File: src/bsisp_pkg.sv
// constants, codes and state type for the boundary-scan and isp test port
package bsisp_pkg;

    // default pin and cell counts
    localparam int N_IO_DEF = 68;
    localparam int N_IN_DEF = 4;
    localparam int N_MC_DEF = 64;
    localparam int CFG_W_DEF = 16;

    // every cell holds three capture stages
    localparam int CELL_W = 3;
    localparam int CAP_PIN = 0;
    localparam int CAP_OUT = 1;
    localparam int CAP_OE = 2;

    // instruction register
    localparam int IR_W = 4;
    localparam logic [IR_W-1:0] IR_EXTEST = 4'h0;
    localparam logic [IR_W-1:0] IR_SAMPLE = 4'h1;
    localparam logic [IR_W-1:0] IR_IDCODE = 4'h2;
    localparam logic [IR_W-1:0] IR_HIGHZ = 4'h3;
    localparam logic [IR_W-1:0] IR_PROGRAM = 4'h8;
    localparam logic [IR_W-1:0] IR_BYPASS = 4'hf;
    localparam logic [IR_W-1:0] IR_CAPTURE = 4'h1;
    localparam logic [IR_W-1:0] IR_RESET = IR_IDCODE;

    // identification register width
    localparam int ID_W = 32;

    // positions of the four test port pins in the jp_* vectors
    localparam int JP_TCK = 0;
    localparam int JP_TMS = 1;
    localparam int JP_TDI = 2;
    localparam int JP_TDO = 3;
    localparam int JP_N = 4;

    typedef enum logic [3:0] {
        ST_RESET, ST_IDLE,
        ST_SEL_DR, ST_CAP_DR, ST_SHIFT_DR, ST_EXIT1_DR, ST_PAUSE_DR, ST_EXIT2_DR, ST_UPD_DR,
        ST_SEL_IR, ST_CAP_IR, ST_SHIFT_IR, ST_EXIT1_IR, ST_PAUSE_IR, ST_EXIT2_IR, ST_UPD_IR
    } bsisp_state_t;

endpackage

File: src/bsisp_scan_if.sv
// control and serial data between the port controller and the cell chain
interface bsisp_scan_if;
    logic capture;
    logic shift;
    logic update;
    logic extest;
    logic highz;
    logic scan_in;
    logic scan_out;

    modport tap (output capture, output shift, output update, output extest, output highz,
                 output scan_in, input scan_out);
    modport chain (input capture, input shift, input update, input extest, input highz,
                   input scan_in, output scan_out);
endinterface

File: src/bsisp_tap.sv
// test access port controller, instruction decode and isp programming of the test port
module bsisp_tap #(
    parameter int N_IO = bsisp_pkg::N_IO_DEF,
    parameter int N_IN = bsisp_pkg::N_IN_DEF,
    parameter int N_MC = bsisp_pkg::N_MC_DEF,
    parameter int CFG_W = bsisp_pkg::CFG_W_DEF,
    // arbitrary identification value, bit 0 must stay one
    parameter logic [bsisp_pkg::ID_W-1:0] ID_VALUE = 32'h0a5a_5001
) (
    // clock and reset
    input wire logic mclk,
    input wire logic rst,
    // configuration options
    input wire logic jtag_en,
    input wire logic pullup_en,
    // the four test port pins
    input wire logic [bsisp_pkg::JP_N-1:0] jp_in,
    output logic [bsisp_pkg::JP_N-1:0] jp_out,
    output logic [bsisp_pkg::JP_N-1:0] jp_oe,
    output logic tms_pullup,
    output logic tdi_pullup,
    // test pins as user I/O when the port is disabled
    output logic [bsisp_pkg::JP_N-1:0] user_jp_in,
    input wire logic [bsisp_pkg::JP_N-1:0] user_jp_out,
    input wire logic [bsisp_pkg::JP_N-1:0] user_jp_oe,
    // device pads: dedicated inputs low, I/O above
    input wire logic [N_IN+N_IO-1:0] pad_in,
    output logic [N_IO-1:0] pad_out,
    output logic [N_IO-1:0] pad_oe,
    // core logic side
    output logic [N_IN+N_IO-1:0] core_in,
    input wire logic [N_IO-1:0] core_out,
    input wire logic [N_IO-1:0] core_oe,
    input wire logic [N_MC-1:0] mc_out,
    input wire logic [N_MC-1:0] mc_fb,
    input wire logic [N_MC-1:0] mc_oe,
    output logic [N_MC-1:0] mc_value,
    // programmed configuration
    output logic [CFG_W-1:0] cfg_word,
    output logic isp_busy,
    output logic isp_locked
);
    localparam int N_PIN = N_IN + N_IO;

    bsisp_scan_if scan ();

    // synchronisers: the first stage feeds only the second
    logic [bsisp_pkg::JP_N-1:0] jp_meta;
    logic [bsisp_pkg::JP_N-1:0] jp_s;
    logic [N_PIN-1:0] pad_meta;
    logic [N_PIN-1:0] pad_s;

    always_ff @(posedge mclk or posedge rst) begin
        if (rst) begin
            jp_meta <= '0;
            jp_s <= '0;
            pad_meta <= '0;
            pad_s <= '0;
        end else begin
            jp_meta <= jp_in;
            jp_s <= jp_meta;
            pad_meta <= pad_in;
            pad_s <= pad_meta;
        end
    end

    bsisp_pkg::bsisp_state_t state;
    bsisp_pkg::bsisp_state_t next_state;
    logic tck_d;
    logic [bsisp_pkg::IR_W-1:0] ir;
    logic [bsisp_pkg::IR_W-1:0] next_ir;
    logic [bsisp_pkg::IR_W-1:0] ir_sr;
    logic [bsisp_pkg::IR_W-1:0] next_ir_sr;
    logic byp;
    logic next_byp;
    logic [bsisp_pkg::ID_W-1:0] id_sr;
    logic [bsisp_pkg::ID_W-1:0] next_id_sr;
    logic [CFG_W-1:0] cfg_sr;
    logic [CFG_W-1:0] next_cfg_sr;
    logic [CFG_W-1:0] next_cfg_word;
    logic next_isp_busy;
    logic next_isp_locked;
    logic tdo;
    logic next_tdo;
    logic tdo_oe;
    logic next_tdo_oe;
    logic [bsisp_pkg::JP_N-1:0] next_jp_out;
    logic [bsisp_pkg::JP_N-1:0] next_jp_oe;
    logic [bsisp_pkg::JP_N-1:0] next_user_jp_in;
    logic [N_IO-1:0] next_pad_out;
    logic [N_IO-1:0] next_pad_oe;
    logic [N_PIN-1:0] pin_out;
    logic [N_PIN-1:0] pin_oe;
    logic [N_MC-1:0] cell_mc;

    // tck is only sampled; at 25 mclk per tck period edges are found reliably
    logic tck_rise;
    logic tck_fall;
    logic tms;
    logic tdi;
    logic sel_bsr;
    logic sel_id;
    logic sel_cfg;
    logic abort;

    assign tck_rise = jtag_en & jp_s[bsisp_pkg::JP_TCK] & ~tck_d;
    assign tck_fall = jtag_en & ~jp_s[bsisp_pkg::JP_TCK] & tck_d;
    assign tms = jp_s[bsisp_pkg::JP_TMS];
    assign tdi = jp_s[bsisp_pkg::JP_TDI];

    // data register selection; highz and unknown codes use bypass
    assign sel_bsr = (ir == bsisp_pkg::IR_EXTEST) || (ir == bsisp_pkg::IR_SAMPLE);
    assign sel_id = (ir == bsisp_pkg::IR_IDCODE);
    assign sel_cfg = (ir == bsisp_pkg::IR_PROGRAM);

    // capture, shift and update derive from the controller state; extest and highz from the instruction
    assign scan.capture = tck_rise & (state == bsisp_pkg::ST_CAP_DR) & sel_bsr;
    assign scan.shift = tck_rise & (state == bsisp_pkg::ST_SHIFT_DR) & sel_bsr;
    assign scan.update = tck_fall & (state == bsisp_pkg::ST_UPD_DR) & sel_bsr;
    assign scan.extest = (ir == bsisp_pkg::IR_EXTEST);
    assign scan.highz = (ir == bsisp_pkg::IR_HIGHZ);
    assign scan.scan_in = tdi;

    // a session ends cleanly only through update-dr; anything else aborts it
    assign abort = isp_busy & (~jtag_en | (state == bsisp_pkg::ST_RESET)
                   | (tck_rise & (state == bsisp_pkg::ST_UPD_IR)));

    bsisp_chain #(
        .N_PIN(N_PIN),
        .N_MC(N_MC)
    ) u_chain (
        .mclk(mclk),
        .rst(rst),
        .scan(scan.chain),
        .pin_in(pad_s),
        .core_out({core_out, {N_IN{1'b0}}}),
        .core_oe({core_oe, {N_IN{1'b0}}}),
        .pin_out(pin_out),
        .pin_oe(pin_oe),
        .mc_out(mc_out),
        .mc_fb(mc_fb),
        .mc_oe(mc_oe),
        .mc_value(cell_mc)
    );

    always_comb begin
        next_state = state;
        if (!jtag_en) begin
            next_state = bsisp_pkg::ST_RESET;
        end else if (tck_rise) begin
            case (state)
                bsisp_pkg::ST_RESET: next_state = tms ? bsisp_pkg::ST_RESET : bsisp_pkg::ST_IDLE;
                bsisp_pkg::ST_IDLE: next_state = tms ? bsisp_pkg::ST_SEL_DR : bsisp_pkg::ST_IDLE;
                bsisp_pkg::ST_SEL_DR: next_state = tms ? bsisp_pkg::ST_SEL_IR : bsisp_pkg::ST_CAP_DR;
                bsisp_pkg::ST_CAP_DR: next_state = tms ? bsisp_pkg::ST_EXIT1_DR : bsisp_pkg::ST_SHIFT_DR;
                bsisp_pkg::ST_SHIFT_DR: next_state = tms ? bsisp_pkg::ST_EXIT1_DR : bsisp_pkg::ST_SHIFT_DR;
                bsisp_pkg::ST_EXIT1_DR: next_state = tms ? bsisp_pkg::ST_UPD_DR : bsisp_pkg::ST_PAUSE_DR;
                bsisp_pkg::ST_PAUSE_DR: next_state = tms ? bsisp_pkg::ST_EXIT2_DR : bsisp_pkg::ST_PAUSE_DR;
                bsisp_pkg::ST_EXIT2_DR: next_state = tms ? bsisp_pkg::ST_UPD_DR : bsisp_pkg::ST_SHIFT_DR;
                bsisp_pkg::ST_UPD_DR: next_state = tms ? bsisp_pkg::ST_SEL_DR : bsisp_pkg::ST_IDLE;
                bsisp_pkg::ST_SEL_IR: next_state = tms ? bsisp_pkg::ST_RESET : bsisp_pkg::ST_CAP_IR;
                bsisp_pkg::ST_CAP_IR: next_state = tms ? bsisp_pkg::ST_EXIT1_IR : bsisp_pkg::ST_SHIFT_IR;
                bsisp_pkg::ST_SHIFT_IR: next_state = tms ? bsisp_pkg::ST_EXIT1_IR : bsisp_pkg::ST_SHIFT_IR;
                bsisp_pkg::ST_EXIT1_IR: next_state = tms ? bsisp_pkg::ST_UPD_IR : bsisp_pkg::ST_PAUSE_IR;
                bsisp_pkg::ST_PAUSE_IR: next_state = tms ? bsisp_pkg::ST_EXIT2_IR : bsisp_pkg::ST_PAUSE_IR;
                bsisp_pkg::ST_EXIT2_IR: next_state = tms ? bsisp_pkg::ST_UPD_IR : bsisp_pkg::ST_SHIFT_IR;
                bsisp_pkg::ST_UPD_IR: next_state = tms ? bsisp_pkg::ST_SEL_DR : bsisp_pkg::ST_IDLE;
                default: next_state = bsisp_pkg::ST_RESET;
            endcase
        end
    end

    always_comb begin
        next_ir = ir;
        next_ir_sr = ir_sr;
        next_byp = byp;
        next_id_sr = id_sr;
        next_cfg_sr = cfg_sr;
        next_cfg_word = cfg_word;
        next_isp_busy = isp_busy;
        next_isp_locked = isp_locked;
        next_tdo = tdo;
        next_tdo_oe = tdo_oe;
        if (state == bsisp_pkg::ST_RESET) begin
            next_ir = bsisp_pkg::IR_RESET;
        end
        if (tck_rise) begin
            case (state)
                bsisp_pkg::ST_CAP_IR: next_ir_sr = bsisp_pkg::IR_CAPTURE;
                bsisp_pkg::ST_SHIFT_IR: next_ir_sr = {tdi, ir_sr[bsisp_pkg::IR_W-1:1]};
                bsisp_pkg::ST_CAP_DR: begin
                    next_byp = 1'b0;
                    next_id_sr = ID_VALUE;
                    next_cfg_sr = cfg_word;
                end
                bsisp_pkg::ST_SHIFT_DR: begin
                    next_byp = tdi;
                    if (sel_id) begin
                        next_id_sr = {tdi, id_sr[bsisp_pkg::ID_W-1:1]};
                    end
                    if (sel_cfg) begin
                        next_cfg_sr = {tdi, cfg_sr[CFG_W-1:1]};
                        next_isp_busy = 1'b1;
                    end
                end
                default: begin
                end
            endcase
        end
        if (tck_fall) begin
            case (state)
                bsisp_pkg::ST_UPD_IR: next_ir = ir_sr;
                bsisp_pkg::ST_UPD_DR: begin
                    if (sel_cfg && isp_busy) begin
                        next_cfg_word = cfg_sr;
                        next_isp_busy = 1'b0;
                        next_isp_locked = 1'b0;
                    end
                end
                default: begin
                end
            endcase
            // tdo changes on the falling edge, driven only while shifting
            next_tdo_oe = (state == bsisp_pkg::ST_SHIFT_IR) || (state == bsisp_pkg::ST_SHIFT_DR);
            if (state == bsisp_pkg::ST_SHIFT_IR) begin
                next_tdo = ir_sr[0];
            end else if (sel_bsr) begin
                next_tdo = scan.scan_out;
            end else if (sel_id) begin
                next_tdo = id_sr[0];
            end else if (sel_cfg) begin
                next_tdo = cfg_sr[0];
            end else begin
                next_tdo = byp;
            end
        end
        if (!jtag_en) begin
            next_tdo_oe = 1'b0;
        end
        if (abort) begin
            next_isp_busy = 1'b0;
            next_isp_locked = 1'b1;
        end
    end

    // pin outputs; a lock releases every pad, and the test port pins while they serve as user I/O
    always_comb begin
        next_pad_out = pin_out[N_IN +: N_IO];
        next_pad_oe = (isp_locked || abort) ? '0 : pin_oe[N_IN +: N_IO];
        next_jp_out = '0;
        next_jp_oe = '0;
        next_user_jp_in = '0;
        if (jtag_en) begin
            next_jp_out[bsisp_pkg::JP_TDO] = tdo;
            next_jp_oe[bsisp_pkg::JP_TDO] = tdo_oe;
        end else begin
            next_jp_out = user_jp_out;
            next_jp_oe = (isp_locked || abort) ? '0 : user_jp_oe;
            next_user_jp_in = jp_s;
        end
    end

    always_ff @(posedge mclk or posedge rst) begin
        if (rst) begin
            state <= bsisp_pkg::ST_RESET;
            tck_d <= 1'b0;
            ir <= bsisp_pkg::IR_RESET;
            ir_sr <= '0;
            byp <= 1'b0;
            id_sr <= '0;
            cfg_sr <= '0;
            cfg_word <= '0;
            isp_busy <= 1'b0;
            isp_locked <= 1'b0;
            tdo <= 1'b0;
            tdo_oe <= 1'b0;
            jp_out <= '0;
            jp_oe <= '0;
            user_jp_in <= '0;
            tms_pullup <= 1'b0;
            tdi_pullup <= 1'b0;
            pad_out <= '0;
            pad_oe <= '0;
            core_in <= '0;
            mc_value <= '0;
        end else begin
            state <= next_state;
            tck_d <= jp_s[bsisp_pkg::JP_TCK];
            ir <= next_ir;
            ir_sr <= next_ir_sr;
            byp <= next_byp;
            id_sr <= next_id_sr;
            cfg_sr <= next_cfg_sr;
            cfg_word <= next_cfg_word;
            isp_busy <= next_isp_busy;
            isp_locked <= next_isp_locked;
            tdo <= next_tdo;
            tdo_oe <= next_tdo_oe;
            jp_out <= next_jp_out;
            jp_oe <= next_jp_oe;
            user_jp_in <= next_user_jp_in;
            tms_pullup <= jtag_en & pullup_en;
            tdi_pullup <= jtag_en & pullup_en;
            pad_out <= next_pad_out;
            pad_oe <= next_pad_oe;
            core_in <= pad_s;
            mc_value <= cell_mc;
        end
    end
endmodule

File: src/bsisp_chain.sv
// boundary-scan cell chain: pin cells first, then macrocell cells
module bsisp_chain #(
    parameter int N_PIN = 72,
    parameter int N_MC = 64
) (
    // clock and reset
    input wire logic mclk,
    input wire logic rst,
    // controller side
    bsisp_scan_if.chain scan,
    // pin cells
    input wire logic [N_PIN-1:0] pin_in,
    input wire logic [N_PIN-1:0] core_out,
    input wire logic [N_PIN-1:0] core_oe,
    output logic [N_PIN-1:0] pin_out,
    output logic [N_PIN-1:0] pin_oe,
    // macrocell cells
    input wire logic [N_MC-1:0] mc_out,
    input wire logic [N_MC-1:0] mc_fb,
    input wire logic [N_MC-1:0] mc_oe,
    output logic [N_MC-1:0] mc_value
);
    localparam int LEN = bsisp_pkg::CELL_W * (N_PIN + N_MC);

    logic [LEN-1:0] sr;
    logic [LEN-1:0] next_sr;
    logic [LEN-1:0] cap;
    logic [N_PIN-1:0] upd_out;
    logic [N_PIN-1:0] upd_oe;
    logic [N_PIN-1:0] next_upd_out;
    logic [N_PIN-1:0] next_upd_oe;
    logic [N_MC-1:0] upd_mc;
    logic [N_MC-1:0] next_upd_mc;

    // pin variant: pin level, core output, core enable; two update stages
    for (genvar i = 0; i < N_PIN; i++) begin : g_pin
        assign cap[bsisp_pkg::CELL_W*i +: bsisp_pkg::CELL_W] = {core_oe[i], core_out[i], pin_in[i]};
    end
    // macrocell variant: output, feedback, enable; one update stage
    for (genvar j = 0; j < N_MC; j++) begin : g_mc
        assign cap[bsisp_pkg::CELL_W*(N_PIN+j) +: bsisp_pkg::CELL_W] = {mc_oe[j], mc_fb[j], mc_out[j]};
    end

    always_comb begin
        next_sr = sr;
        next_upd_out = upd_out;
        next_upd_oe = upd_oe;
        next_upd_mc = upd_mc;
        if (scan.capture) begin
            next_sr = cap;
        end else if (scan.shift) begin
            next_sr = {scan.scan_in, sr[LEN-1:1]};
        end
        if (scan.update) begin
            for (int i = 0; i < N_PIN; i++) begin
                next_upd_out[i] = sr[bsisp_pkg::CELL_W*i + bsisp_pkg::CAP_OUT];
                next_upd_oe[i] = sr[bsisp_pkg::CELL_W*i + bsisp_pkg::CAP_OE];
            end
            for (int j = 0; j < N_MC; j++) begin
                next_upd_mc[j] = sr[bsisp_pkg::CELL_W*(N_PIN+j) + bsisp_pkg::CAP_PIN];
            end
        end
    end

    always_ff @(posedge mclk or posedge rst) begin
        if (rst) begin
            sr <= '0;
            upd_out <= '0;
            upd_oe <= '0;
            upd_mc <= '0;
        end else begin
            sr <= next_sr;
            upd_out <= next_upd_out;
            upd_oe <= next_upd_oe;
            upd_mc <= next_upd_mc;
        end
    end

    assign scan.scan_out = sr[0];
    // extest drives pins from update stages; highz releases every pin
    assign pin_out = scan.extest ? upd_out : core_out;
    assign pin_oe = scan.highz ? '0 : (scan.extest ? upd_oe : core_oe);
    assign mc_value = scan.extest ? upd_mc : mc_out;
endmodule

File: config.mk
export PLATFORM = sky130hd
export DESIGN_NAME = bsisp_tap
export DESIGN_NICKNAME = d
export VERILOG_FILES = /design/src/bsisp_pkg.sv /design/src/bsisp_scan_if.sv /design/src/bsisp_tap.sv /design/src/bsisp_chain.sv
export SDC_FILE = /design/constraint.sdc
export NUM_CORES = 2
export LEC_CHECK = 0
export BUFFER_PORTS_ARGS = -buffer_cell sky130_fd_sc_hd__buf_4
export CAP_MARGIN = 25
export CORE_ASPECT_RATIO = 0.8
export CORE_MARGIN = 3
export CORE_UTILIZATION = 30
export CTS_CLUSTER_DIAMETER = 200
export DETAILED_ROUTE_END_ITERATION = 6
export PLACE_DENSITY = 0.54
export SYNTH_ARGS = -nofsm -noshare
export SYNTH_HDL_FRONTEND = slang
export SYNTH_HIERARCHICAL = 1
export SYNTH_SLANG_ARGS = --single-unit
File: constraint.sdc
create_clock -name mclk -period 19.5 [get_ports mclk]
set_clock_uncertainty 0.1 [all_clocks]
set_input_delay 0.975 -clock mclk [delete_from_list [all_inputs] [get_ports mclk]]
set_output_delay 0.975 -clock mclk [all_outputs]
set_load 0.03 [all_outputs]
==> summary.txt <==
Finish
  – Multi-input gate area: between 10000 and 15000 um2
  – FF/Latch Area: 28200 um2
  – Share of cells above drive strength 1: approximately a third
  – # fillers: roughly 14000
  – Layout Cells excl Fill: about 6100
  – Final instance area: 55400 um2
  – Layout area overhead: 25.8%
  – Nets@finish: roughly 4500

Floorplanning
  – Die width: 434 um
  – Die Area: roughly 150000 um2
  – Row Count: roughly 130
  – Initial cell density of the core: 30.3%
  – Die height: 349 um
  – Core area: around 150000 um2
  – # IOs: 720

Setup path
  – Reg2Reg Depth: 8
  – Reg2Reg Setup Slack: around 15 ns
  – Cells along the critical path: and4bb_2 > nand2_1 > nor2_4 > buf_4 > buf_12 > buf_4 > buf_16 > o21ai_0
  – Startpoint Class: register
  – Most Frequent Cell on Critical Path: buf_4
  – Critical path destination: u_chain/sr[274]$_DFFE_PP0P_
  – Largest stage delay on the critical path: 0.76 ns
  – CP Class: register to register
  – Data required time at the worst endpoint: 20.01 ns
  – CP Data Arrival Time: between 5 and 6 ns
  – R2r endpoint: u_chain/sr[274]$_DFFE_PP0P_
  – Crit end category: register
  – Critical path peak fanout: between 200 and 300
  – Critical R2R Launch: state[0]$_DFFE_PP0P_
  – Critical Path Source: state[0]$_DFFE_PP0P_
  – Worst path slowest cell: dfrtp_1

CTS
  – CTS root buf: clkbuf_16
  – Clock sink total: around 1100
  – TritonCTS clock tree: yes
  – Cts bufs inserted: about 120
  – Postcts setup bufs: 0
  – Skew-Pair Late Insertion Delay: 0.76 ns
  – H-tree Lvls: 3
  – Reg clk slew, reported paths: about 0.070 ns
  – Max Root-Sink Buffers: 3
  – Post-CTS Resized: 0
  – Post-CTS Hold Buffers: 0

Timing
  – Fin crit share: between 20% and 30%
  – Fmax: just over 0.2 GHz
  – Tmin final: between 4 and 5 ns
  – Worst hold slack: about 0.21 ns
  – Total negative setup slack: 0 ns
  – Final hold vios: 0
  – Worst Tran Pin Value: between 1 and 1.5 ns
  – Setup Viol. Count Final: 0
  – RSZ-0062 raised after global routing: false
  – Max-slew headroom: approximately 29%
  – Final-report max-slew violation count: 0

Power
  – Combinational Power Share: between 5 and 6%
  – NetSw: 1.20 mW
  – Power per standard cell area: roughly 93 nW/um2
  – Clock power share: 47.7%
  – VDD IR-drop max: a little over 70 uV
  – Net Sw Frac: between 20% and 30%
  – Seq pwr share: between 40% and 50%
  – Leakage dissipation: ~25 nW
  – Internal Power: 3.98 mW

Placed design
  – Placed cells: 5832
  – Port bufs: roughly 720
  – Hpwl dp: 86.7 mm
  – Gpl congestion: 0.808
  – Placed Area: slightly above 50000 um2

Detailed routing
  – # DRC: 0
  – DR iter-0 viols: 1637
  – DR vias/cell: 4.58
  – Routed Antenna Nets: 0
  – WL final: between 100 and 150 mm
  – DR pass1 iterations: 7
  – Vias after detailed routing: around 28000
  – Routed wire per std cell: about 21 um

GRT
  – First-pass GRT wire length: ~190 mm
  – Grt ovf: 0
  – Vias in the first global route: ~29000
  – All-Layer GR Usage: 16.7%
  – Largest net degree at the start of global routing: 253
  – Initial antenna violation count: 19

Job
  – MaxCap Viol Count: 0

Logic synthesis
  – Mapped cell area: 44000 um2
  – Synth Instances: between 3000 and 4000
  – Syn. warnings: 6
  – Synthesized area per cell: 13.0 um2

Status
  – Status: complete, no violations

Min path
  – Hold Path Class: input pin to asynchronous set/reset pin
-- final cells by class --
class	instances	area share, %
diodes	13	0.0587
clock buffers	166	6.18
clock inverters	54	1.59
inverters	13	0.115
multi-input cells	2028	26.3
flip-flops and latches	1127	50.9
well taps	1905	4.30
repair buffers	763	10.6
-- sequential cells by signal (all words and copies together) (netlist names), 4 cells and up --
| name | count |
|---|---|
| cfg_sr | 16 |
| cfg_word | 16 |
| core_in | 72 |
| id_sr | 32 |
| ir | 4 |
| ir_sr | 4 |
| jp_meta | 4 |
| jp_oe | 4 |
| jp_out | 4 |
| jp_s | 4 |
| mc_value | 64 |
| pad_meta | 72 |
| pad_oe | 68 |
| pad_out | 68 |
| pad_s | 72 |
| state | 4 |
| u_chain/sr | 408 |
| u_chain/upd_mc | 64 |
| u_chain/upd_oe | 68 |
| u_chain/upd_out | 68 |
| user_jp_in | 4 |
-- metal layers --
metal  GRT usage, %  wire length, um  up-vias  share of wire, %
li1               -                -    12963                 -
met1           22.0            56100    14067                44
met2           26.8            61900      542                48
met3           3.54             5690      195               4.4
met4           6.68             4560        6               3.6
met5         0.0321               41        -             0.032
-- stage by stage --
stage          util [%]  setup slack, ns  power (mW)
5_1_grt            38.1            14.13        5.38
3_3_place_gp       35.0            13.82        2.76
3_5_place_dp       35.0            13.68        2.76
2_1_floorplan         -             1.40        2.58
6_report           38.1            14.61        5.18
4_1_cts            38.0            14.30        5.27
-- power groups by stage --
stage               clock network [mW]  registers (mW)  logic, mW
floorplan                            0            2.51     0.0698
global placement                     0            2.46      0.299
detailed placement                   0            2.46      0.298
CTS                               2.55            2.42      0.299
global route                      2.65            2.42      0.316
finish                            2.47            2.42      0.291
-- worst min-delay path by stage --
stage                                 from                endpoint  slack, ns  cells past startpoint
finish                                 rst  mc_value[35]$_DFF_PP0_       0.21                      2
CTS                             pad_in[70]  pad_meta[70]$_DFF_PP0_       0.12                      1
global route                    pad_in[48]  pad_meta[48]$_DFF_PP0_       0.14                      1
floorplan             jp_meta[0]$_DFF_PP0_       jp_s[0]$_DFF_PP0_       0.23                      0
detailed placement  pad_meta[11]$_DFF_PP0_     pad_s[11]$_DFF_PP0_       0.23                      0
global placement    pad_meta[10]$_DFF_PP0_     pad_s[10]$_DFF_PP0_       0.23                      0
-- worst max-delay path, delay by kind of cell, from the launching register on --
kind / cells / cell delay (ns)
buffers and inverters: 4 / 2.00
AND/OR/NAND/NOR: 3 / 1.34
flip-flops: 1 / 0.76
AO/OA/AOI/OAI: 1 / 0.17
-- placed cells by master (no fill, tap or decap), types with 61 or more instances in the layout --
master	instances
and2_1	61
mux2i_1	477
clkbuf_16	118
mux2_2	370
nor2_1	77
o21ai_0	318
nand2_1	485
buf_4	754
dfrtp_1	1126
o21ai_1	113
No activity file was read; power rests on OpenSTA's default activity.
